**config.mk**
```make
export PLATFORM = sky130hd
export DESIGN_NAME = pcrfb_bridge
export DESIGN_NICKNAME = d
export VERILOG_FILES = /design/src/pcrfb_pkg.sv /design/src/pcrfb_bridge.sv
export VERILOG_INCLUDE_DIRS = /design/src
export SDC_FILE = /design/constraint.sdc
export NUM_CORES = 1
export LEC_CHECK = 0
export BUFFER_PORTS_ARGS = -buffer_cell sky130_fd_sc_hd__buf_4
export CAP_MARGIN = 20
export CORE_MARGIN = 1.5
export CORE_UTILIZATION = 59
export DETAILED_ROUTE_END_ITERATION = 10
export GPL_TIMING_DRIVEN = 0
export PLACE_DENSITY = 0.79
export SLEW_MARGIN = 0
export SYNTH_ARGS = -nofsm -noshare
export SYNTH_HDL_FRONTEND = slang
export SYNTH_SLANG_ARGS = --single-unit
```
**constraint.sdc**
```tcl
create_clock -name mclk -period 3.91 [get_ports mclk]
set_clock_uncertainty 0.05 [all_clocks]
set_input_delay 0.9775 -clock mclk [delete_from_list [all_inputs] [get_ports mclk]]
set_output_delay 0.9775 -clock mclk [all_outputs]
set_load 0.05 [all_outputs]
```
**src/pcrfb_cfg.svh**
```systemverilog
// Purpose: Constants for the PHY to core rate bridge
// Assumes: Included by bare name from the package and the bridge
// Notes:   Definitions only
`ifndef PCRFB_CFG_SVH
`define PCRFB_CFG_SVH

// ------------------------------------------------------------
// Word layout
// ------------------------------------------------------------
`define PCRFB_PHY_WIDTH 40
`define PCRFB_DATA_WIDTH 20
`define PCRFB_VALID_BIT 38
`define PCRFB_FIFO_DEPTH 8

// ------------------------------------------------------------
// Clock rates in kHz
// ------------------------------------------------------------
`define PCRFB_MCLK_KHZ 100000
`define PCRFB_CORE_KHZ 148500
`define PCRFB_CORE_HD_KHZ 74250
`define PCRFB_PLL_HD_MIN_KHZ 150000
`define PCRFB_PLL_3G_MIN_KHZ 300000
`define PCRFB_PLL_12G_MIN_KHZ 600000

// ------------------------------------------------------------
// Reset values
// ------------------------------------------------------------
`define PCRFB_SYNC_RST 3'h0

`endif

```
**src/pcrfb_pkg.sv**
```systemverilog
// Purpose: Shared types of the PHY to core rate bridge
// Assumes: pcrfb_cfg.svh holds the numbers
// Notes:   Types only
`include "pcrfb_cfg.svh"
package pcrfb_pkg;

    // ------------------------------------------------------------
    // Data rate selection
    // ------------------------------------------------------------
    typedef enum logic [1:0] {
        PCRFB_RATE_HD,
        PCRFB_RATE_3G,
        PCRFB_RATE_12G
    } pcrfb_rate_t;

    // ------------------------------------------------------------
    // Word types
    // ------------------------------------------------------------
    typedef logic [`PCRFB_PHY_WIDTH-1:0] pcrfb_phy_t;
    typedef logic [`PCRFB_DATA_WIDTH-1:0] pcrfb_data_t;

endpackage

```
**src/pcrfb_bridge.sv**
```systemverilog
// Purpose: Rate bridge between a fast PHY datapath and a slower video core
// Assumes: PHY side runs on mclk; core clock arrives as a pin and is sampled
// Notes:   Holds the FIFO and the top module
//
// How it works
// [RQ1] The PHY datapath clock is faster than the recovered clock, so the core side is slower.
// [RQ2] The system PLL runs at no less than 150, 300 or 600 MHz for HD, 3G or 12G.
// [RQ3] The core side runs on a 148.5 MHz recovered clock, or 74.25 MHz for HD.
// [RQ4] The PHY supplies a half-rate recovered clock and a slower one at the core rate.
// [RQ5] A FIFO carries each direction between the fast PHY side and the slow core side.
// [RQ6] A received PHY word enters the FIFO only when its bit 38 qualifier is set.
// [RQ7] The transmit cadence strobe both pops the FIFO and drives the outgoing qualifier.
// [RQ8] Reads happen only when the FIFO is not empty and writes only when it is not full.
`timescale 1ns/1ns
`include "pcrfb_cfg.svh"

// ------------------------------------------------------------
// Synchronous FIFO
// ------------------------------------------------------------
module pcrfb_fifo #(
    parameter int WIDTH = `PCRFB_DATA_WIDTH,
    parameter int DEPTH = `PCRFB_FIFO_DEPTH
) (
    input wire logic mclk,
    input wire logic srst,
    input wire logic wrValid,
    output logic wrReady,
    input wire logic [WIDTH-1:0] wrData,
    output logic rdValid,
    input wire logic rdReady,
    output logic [WIDTH-1:0] rdData
);
    localparam int AW = $clog2(DEPTH);

    logic [WIDTH-1:0] mem [DEPTH];
    logic [AW-1:0] wrPtr_r;
    logic [AW-1:0] rdPtr_r;
    logic [AW:0] count_r;
    logic doWr;
    logic doRd;

    // Refuse depths the pointer wrap cannot serve, at elaboration
    if (DEPTH < 2 || (1 << AW) != DEPTH) begin
        $error("pcrfb_fifo: DEPTH must be a power of two, at least 2");
    end

    // Honest flags; transfers only when allowed
    assign wrReady = (count_r != DEPTH[AW:0]);
    assign rdValid = (count_r != '0);
    assign doWr = wrValid && wrReady; // see [RQ8]
    assign doRd = rdReady && rdValid; // see [RQ8]
    assign rdData = mem[rdPtr_r];

    // Storage
    always_ff @(posedge mclk) begin
        if (doWr) begin
            mem[wrPtr_r] <= wrData;
        end
    end

    // Pointers and fill level
    always_ff @(posedge mclk) begin
        if (srst) begin
            wrPtr_r <= '0;
            rdPtr_r <= '0;
            count_r <= '0;
        end else begin
            if (doWr) begin
                wrPtr_r <= wrPtr_r + 1'b1;
            end
            if (doRd) begin
                rdPtr_r <= rdPtr_r + 1'b1;
            end
            if (doWr && !doRd) begin
                count_r <= count_r + 1'b1;
            end else if (doRd && !doWr) begin
                count_r <= count_r - 1'b1;
            end
        end
    end
endmodule

// ------------------------------------------------------------
// Bridge top
// ------------------------------------------------------------
module pcrfb_bridge
    import pcrfb_pkg::*;
#(
    parameter int PHY_WIDTH = `PCRFB_PHY_WIDTH,
    parameter int DATA_WIDTH = `PCRFB_DATA_WIDTH,
    parameter int VALID_BIT = `PCRFB_VALID_BIT,
    parameter int DEPTH = `PCRFB_FIFO_DEPTH
) (
    input wire logic mclk,
    input wire logic srst,
    input wire logic coreClk,
    input wire logic [PHY_WIDTH-1:0] rxPhyData,
    output logic [DATA_WIDTH-1:0] rxCoreData_r,
    output logic rxCoreValid_r,
    output logic rxOverflow_r,
    input wire logic [DATA_WIDTH-1:0] txCoreData,
    input wire logic txCoreValid,
    output logic txCoreReady_r,
    input wire logic txCadence,
    output logic [PHY_WIDTH-1:0] txPhyData_r,
    output logic txUnderrun_r
);
    logic [2:0] coreSync_r;
    logic coreLvl_r;
    logic coreRise;
    logic coreFall;
    logic rxWrReady;
    logic rxRdValid;
    logic [DATA_WIDTH-1:0] rxRdData;
    logic txWrReady;
    logic txRdValid;
    logic [DATA_WIDTH-1:0] txRdData;

    // Refuse layouts the word cannot hold, at elaboration
    if (VALID_BIT >= PHY_WIDTH || DATA_WIDTH > VALID_BIT) begin
        $error("pcrfb_bridge: qualifier bit must sit above data, inside the word");
    end

    // Core clock sampler; a level counts once stages two and three agree
    always_ff @(posedge mclk) begin
        if (srst) begin
            coreSync_r <= `PCRFB_SYNC_RST;
        end else begin
            coreSync_r <= {coreSync_r[1:0], coreClk};
        end
    end

    // Settled core clock level
    always_ff @(posedge mclk) begin
        if (srst) begin
            coreLvl_r <= 1'b0;
        end else if (coreSync_r[1] == coreSync_r[2]) begin
            coreLvl_r <= coreSync_r[2];
        end
    end

    // Core clock edges, whatever its rate (148.5 or 74.25 MHz class)
    assign coreRise = (coreSync_r[1] == coreSync_r[2]) && coreSync_r[2] && !coreLvl_r; // see [RQ3]
    assign coreFall = (coreSync_r[1] == coreSync_r[2]) && !coreSync_r[2] && coreLvl_r; // see [RQ3]

    // Receive FIFO, filled at PHY rate, drained at core rate
    pcrfb_fifo #(
        .WIDTH(DATA_WIDTH),
        .DEPTH(DEPTH)
    ) rxFifo (
        .mclk(mclk),
        .srst(srst),
        .wrValid(rxPhyData[VALID_BIT]), // see [RQ6] [RQ5]
        .wrReady(rxWrReady),
        .wrData(rxPhyData[DATA_WIDTH-1:0]),
        .rdValid(rxRdValid),
        .rdReady(coreRise), // see [RQ5]
        .rdData(rxRdData)
    );

    // Core-side receive word, updated on each core clock rise
    always_ff @(posedge mclk) begin
        if (srst) begin
            rxCoreData_r <= '0;
            rxCoreValid_r <= 1'b0;
        end else if (coreRise) begin
            rxCoreData_r <= rxRdValid ? rxRdData : rxCoreData_r; // see [RQ8]
            rxCoreValid_r <= rxRdValid;
        end
    end

    // Sticky flag for a qualified word met by a full FIFO
    always_ff @(posedge mclk) begin
        if (srst) begin
            rxOverflow_r <= 1'b0;
        end else if (rxPhyData[VALID_BIT] && !rxWrReady) begin
            rxOverflow_r <= 1'b1;
        end
    end

    // Transmit FIFO, filled mid core period when core data is stable
    pcrfb_fifo #(
        .WIDTH(DATA_WIDTH),
        .DEPTH(DEPTH)
    ) txFifo (
        .mclk(mclk),
        .srst(srst),
        .wrValid(coreFall && txCoreValid), // see [RQ5]
        .wrReady(txWrReady),
        .wrData(txCoreData),
        .rdValid(txRdValid),
        .rdReady(txCadence), // see [RQ7]
        .rdData(txRdData)
    );

    // Back-pressure toward the core
    always_ff @(posedge mclk) begin
        if (srst) begin
            txCoreReady_r <= 1'b0;
        end else begin
            txCoreReady_r <= txWrReady; // see [RQ8]
        end
    end

    // PHY transmit word; qualifier follows the cadence strobe
    always_ff @(posedge mclk) begin
        if (srst) begin
            txPhyData_r <= '0;
        end else begin
            txPhyData_r[VALID_BIT] <= txCadence; // see [RQ7]
            if (txCadence && txRdValid) begin
                txPhyData_r[DATA_WIDTH-1:0] <= txRdData; // see [RQ7] [RQ8]
            end
        end
    end

    // Sticky flag for a cadence strobe met by an empty FIFO
    always_ff @(posedge mclk) begin
        if (srst) begin
            txUnderrun_r <= 1'b0;
        end else if (txCadence && !txRdValid) begin
            txUnderrun_r <= 1'b1;
        end
    end
endmodule

```
== Yosys cells after proc, flatten, opt, wreduce, memory -nomap -nowiden ==
Memories as Yosys holds them, arrays and structs flattened. A register that Yosys moved wholly into a read port is not among the register bits.
Index checks and enable logic that the tools add are counted.
Storage, ports and cells
  register bits: 29
  bits in latches: 0
  bits in writable memories: 320
  bits in read-only memories: 0
  input bits: 65
  output and inout bits: 64
  word-level logic and storage cells: 62
  memories: 2
Memories
  rxFifo.mem: depth 8, bits a word 20, rd ports 1, clocked after memory_dff 1, write ports 1, line pcrfb_bridge.sv:35  | logic [WIDTH-1:0] mem [DEPTH];
  txFifo.mem: depth 8, bits a word 20, rd ports 1, clocked after memory_dff 1, write ports 1, line pcrfb_bridge.sv:35
Cells by class
  add/sub/neg operators: 8
  multipliers: 0
  div/mod/pow operators: 0
  $lt $le $gt $ge: 0
  eq/ne operators: 3
  shifts and indexed selects: 0
  muxes and demuxes: 8
  bitwise logic cells: 0
  reduce and logical (&&, ||, !) cells: 28
Operator list (count)
  4-bit 2-to-1 mux: 4
  1-bit logical AND: 15
  3-bit by 1-bit adder with 3-bit output (second input constant): 4
  4-bit by 1-bit adder with 4-bit output (second input constant): 2
  1-bit logical NOT: 8
  4-bit != test (second input constant): 2
  4-bit nonzero test: 2
  4-bit by 1-bit subtractor with 4-bit output (second input constant): 2
  1-bit 2-to-1 mux: 4
  2-bit nonzero test: 2
  2-bit AND reduction: 1
  1-bit == test: 1

== Depth between registers and ports, before layout ==
  word-level depth: 9
  mapped depth: 12
  mapped depth without buffers: 12

== Cells and area by module ==
A second synthesis with hierarchy kept.
Second synthesis, totals
  cell total of the unflattened synthesis: 835
  area total of the unflattened synthesis: 15464.8 um2
Modules (own cells, without submodules)
  pcrfb_fifo: times used 2, cells each 304, area each 6805.3 um2, seq. area each 5064.9 um2
  pcrfb_bridge: times used 1, cells each 227, area each 1854.3 um2, seq. area each 980.9 um2

== Worst setup path after synthesis ==
No wires, ideal clock.
  path type: in2reg
  start point: input port txCoreValid
  end point: memory txFifo.mem[0][0] (netlist bit) (enable)
  library setup time: 448 ps
  arrival: 3206 ps
  setup slack: 206 ps
  stages on the path: 3
  cell sequence: and3_1 nand2_1 nor4_1
Between the ends
  word-level cells in the longest chain between the ends: 4
RTL lines
  from (decl): line pcrfb_bridge.sv:102  | input wire logic txCoreValid,
  1-bit logical AND: line pcrfb_bridge.sv:188  | .wrValid(coreFall && txCoreValid),
  1-bit logical AND: line pcrfb_bridge.sv:50  | assign doWr = wrValid && wrReady;
  1-bit 2-to-1 mux: line pcrfb_bridge.sv:56  | if (doWr) begin
  1-bit 2-to-1 mux (not written as such): line pcrfb_bridge.sv:57  | mem[wrPtr_r] <= wrData;
  to (decl): line pcrfb_bridge.sv:35
Every way passes these cells.

== Final worst setup path ==
  start point: register txFifo.count_r[0]
  end point: register txFifo.count_r[3]
Between the ends
  word-level cells in the longest chain between the ends: 5
  elaborated cells on any way between the ends: 13
  classes of those cells: add/sub: 2; eq/ne: 1; mux: 2; reduce/logical: 8
RTL lines
  from (decl): line pcrfb_bridge.sv:38  | logic [AW:0] count_r;
  from (signal assigned): line pcrfb_bridge.sv:75  | count_r <= count_r + 1'b1;
  from (signal assigned): line pcrfb_bridge.sv:77  | count_r <= count_r - 1'b1;
  4-bit != test (*): line pcrfb_bridge.sv:48  | assign wrReady = (count_r != DEPTH[AW:0]);
  1-bit logical AND (*): line pcrfb_bridge.sv:50
  net txFifo.doWr: line pcrfb_bridge.sv:39  | logic doWr;
  1-bit logical NOT: line pcrfb_bridge.sv:76  | end else if (doRd && !doWr) begin
  1-bit logical AND: line pcrfb_bridge.sv:76
  2-bit nonzero test (no source line)
The timed path passes the listed nets; every way through them passes the cells marked *. The select of a mux whose other input is x is not followed.
A chain may end at the register's enable or synchronous reset.

==> reports/results.txt <==
Nets -> 1046
Total power -> 10.41 mW
# diodes -> 0
Top layer in use -> met4
Worst-Skew Late Latency -> 0.52 ns
Design Area, Final -> 17510 um^2
GP Congestion -> 0.7791
PortBufs -> 89
CTS tree -> built
Ports -> 129
Hpwl dp -> 19.98 mm
Crit Path Max Fanout -> 6
Post-synth cell types -> 39
Adder-cell share of the synthesized area -> 1.289%
Area growth syn-to-layout -> 18.70%
Main combinational cell family by area after synthesis -> multiplexers
Synth cell count leaders -> edfxtp_1, mux4_2, dfxtp_1, nor2_1, o22ai_1
HP Class -> flip-flop to flip-flop
Clk root buf -> clkbuf_16
Most frequent cell after synthesis -> edfxtp_1
Initial antenna violation count -> 0
Clk slew on worst S/H paths -> 0.06 ns
Post-CTS setup buffer count -> 0
Final min period -> 2.967 ns
Starting Density -> 60.48%
Final Hold Vio Count -> 0
Synth Cell Area -> 14750 um^2
Fin crit share -> 75.87%
Final setup fails -> 0
Routed wire length -> 31.02 mm
Synth Flop Type -> edfxtp_1
Vias in the first global route -> 8129
Die footprint -> 25960 um^2
Largest net degree at the start of global routing -> 15
Post-cts hold buffer count -> 0
Yosys top cell by area -> edfxtp_1
IR drop worst, VDD -> 0.4957 mV
Pleak -> 5.954 nW
DP Area -> 16290 um^2
Number of flops mapped to enable cells by yosys -> 320
Post-synthesis simple-gate area fraction -> 5.539%
RSZ-0062 raised after global routing -> false
Seq/Total Area, Yosys -> 74.51%
Slew HR -> 31.69%
Via density -> 5.917
Yosys reg bits -> 389
WL met2 -> 16.17 mm
TNS Setup -> 0 ns
CP endpoint kind -> flip-flop
WL per Instance -> 23.50 um
Yosys top cell area share -> 65.15%
Top cells by area, synth -> edfxtp_1, mux4_2, dfxtp_1, nor2_1, o22ai_1
Power per cell area -> 594.3 nW/um^2
WHS -> 0.4115 ns
M1 wire length -> 11.75 mm
Multiplexer area fraction after synthesis -> 12.64%
Longest Clk Path Bufs -> 3
Post-Syn Area per Cell -> 18.65 um^2
H-tree level count -> 2
Post-Synth XOR/XNOR Area -> 0.7125%
Arrival time at the worst endpoint -> 3.33 ns
Core area -> 24390 um^2
DIE WIDTH -> 161.1 um
Mapped Cells -> 791
FILL cells -> 1492
Die Span Y -> 161.1 um
Initial DRC count -> 632
DR WL met3 -> 2.117 mm
Number of CTS-inserted buffers -> 39
Max Slew Vio Count -> 0
Synth warnings -> 0
GRT overflow -> 0
First-pass GRT wire length -> 47.22 mm
Fraction of registers with async set/reset -> 0%
Total Routing Usage GR -> 24.69%
DRT Pass-1 Iters -> 5
Share of layout cells above drive strength 1 -> 33.33%
Max Fclk -> 337.1 MHz
Synth Area in Compound Gates -> 2.392%
Worst-margin pin slew -> 1.019 ns
Dpl ws -> 0.6262 ns
Data required time of the critical path -> 4.27 ns
CP Launch Type -> flip-flop
Via Count -> 7811
Post-CTS sizing -> 0
Worst setup path class -> flip-flop to flip-flop
Final WS setup -> 0.9433 ns
Max Cap Viol -> 0
Post-route ant nets -> 0
Status -> complete, no violations
Rows -> 57
Clock Sinks -> 389
# DRC -> 0
-- worst max-delay path, cell delays in order, from the launching register on --
cell      delay (ns)
dfxtp_1         0.37
or4b_1          0.59
nand2_1         0.25
inv_1           0.15
ha_1            0.23
inv_1           0.13
ha_1            0.29
a21oi_1         0.18
a211oi_1        0.10
a31oi_1         0.18
mux2_2          0.35
-- per-layer routing --
layer  global-route usage (%)  up-vias
met2                    43.04      335
met3                    4.417       77
met4                    8.923        0
met1                    31.36     3950
met5                        0        -
li1                         -     3449
-- final timing paths --
kind	from	end	slack (ns)	cells past startpoint
worst min-delay path	coreSync_r[1]$_SDFF_PP0_	coreSync_r[2]$_SDFF_PP0_	0.41	2
worst min register to register	coreSync_r[1]$_SDFF_PP0_	coreSync_r[2]$_SDFF_PP0_	0.41	2
worst max register to register	txFifo.count_r[0]$_SDFFE_PP0P_	txFifo.count_r[3]$_SDFFE_PP0P_	0.94	10
worst max-delay path	txFifo.count_r[0]$_SDFFE_PP0P_	txFifo.count_r[3]$_SDFFE_PP0P_	0.94	10
-- report_power, final --
part / internal, mW / switching (mW)
Clock: 2.07 / 1.49
Combinational: 0.774 / 1.20
Sequential: 4.73 / 0.150
-- cell type report --
cell class | count | area [um^2] | area share [%]
flip-flops and latches | 389 | 10990 | 62.77
clock inverters | 18 | 141.4 | 0.8075
repair buffers | 117 | 999.7 | 5.710
well taps | 324 | 405.4 | 2.315
inverters | 10 | 38.79 | 0.2215
plain buffers | 61 | 387.9 | 2.215
clock buffers | 52 | 1077 | 6.153
multi-input cells | 349 | 3468 | 19.81
-- metrics by stage --
stage                     util, %  std cells
after floorplan                 -        809
after global placement      65.15       1222
after detailed placement    66.79       1250
after CTS                   71.79       1320
after global routing        71.79       1320
final                       71.79       1320
-- layout by cell type, fill, tap and decap left out, drive strengths merged --
master / Yosys / routed
nor2b: 5 / 5
inv: 9 / 9
fa: 2 / 2
nand2b: 6 / 6
or4: 1 / 1
a211oi: 3 / 3
dfxtp: 69 / 69
a31oi: 4 / 4
xor2: 5 / 5
clkinvlp: 0 / 2
and3: 1 / 1
or4b: 2 / 2
mux2: 2 / 2
o22ai: 39 / 39
mux4: 80 / 80
mux2i: 4 / 4
clkinv: 1 / 15
conb: 1 / 19
buf: 44 / 161
a21oi: 10 / 10
and2: 1 / 1
nor4: 2 / 2
nand2: 16 / 16
edfxtp: 320 / 320
bufinv: 0 / 2
clkbuf: 17 / 69
nor3: 49 / 49
nand3: 7 / 7
nor2: 71 / 71
ha: 12 / 12
xnor2: 7 / 7
o41a: 1 / 1
-- state kept, by name (all words and copies together) (netlist names), 3 cells and up --
register / count
rxFifo.mem: 160
txFifo.count_r: 4
txPhyData_r: 21
txFifo.wrPtr_r: 3
rxFifo.rdPtr_r: 3
coreSync_r: 3
rxFifo.wrPtr_r: 3
rxCoreData_r: 20
txFifo.mem: 160
txFifo.rdPtr_r: 3
rxFifo.count_r: 4
-- cells by family (layout without fill, tap and decap cells) --
| family | Yosys count | after routing |
|---|---|---|
| flip-flops | 389 | 389 |
| AND/OR/NAND/NOR | 161 | 161 |
| multiplexers | 86 | 86 |
| buffers and inverters | 71 | 258 |
| AO/OA/AOI/OAI | 57 | 57 |
| adder cells (fa/ha/maj) | 14 | 14 |
| XOR/XNOR | 12 | 12 |
| other | 1 | 19 |
No activity file was read; power rests on OpenSTA's default activity.
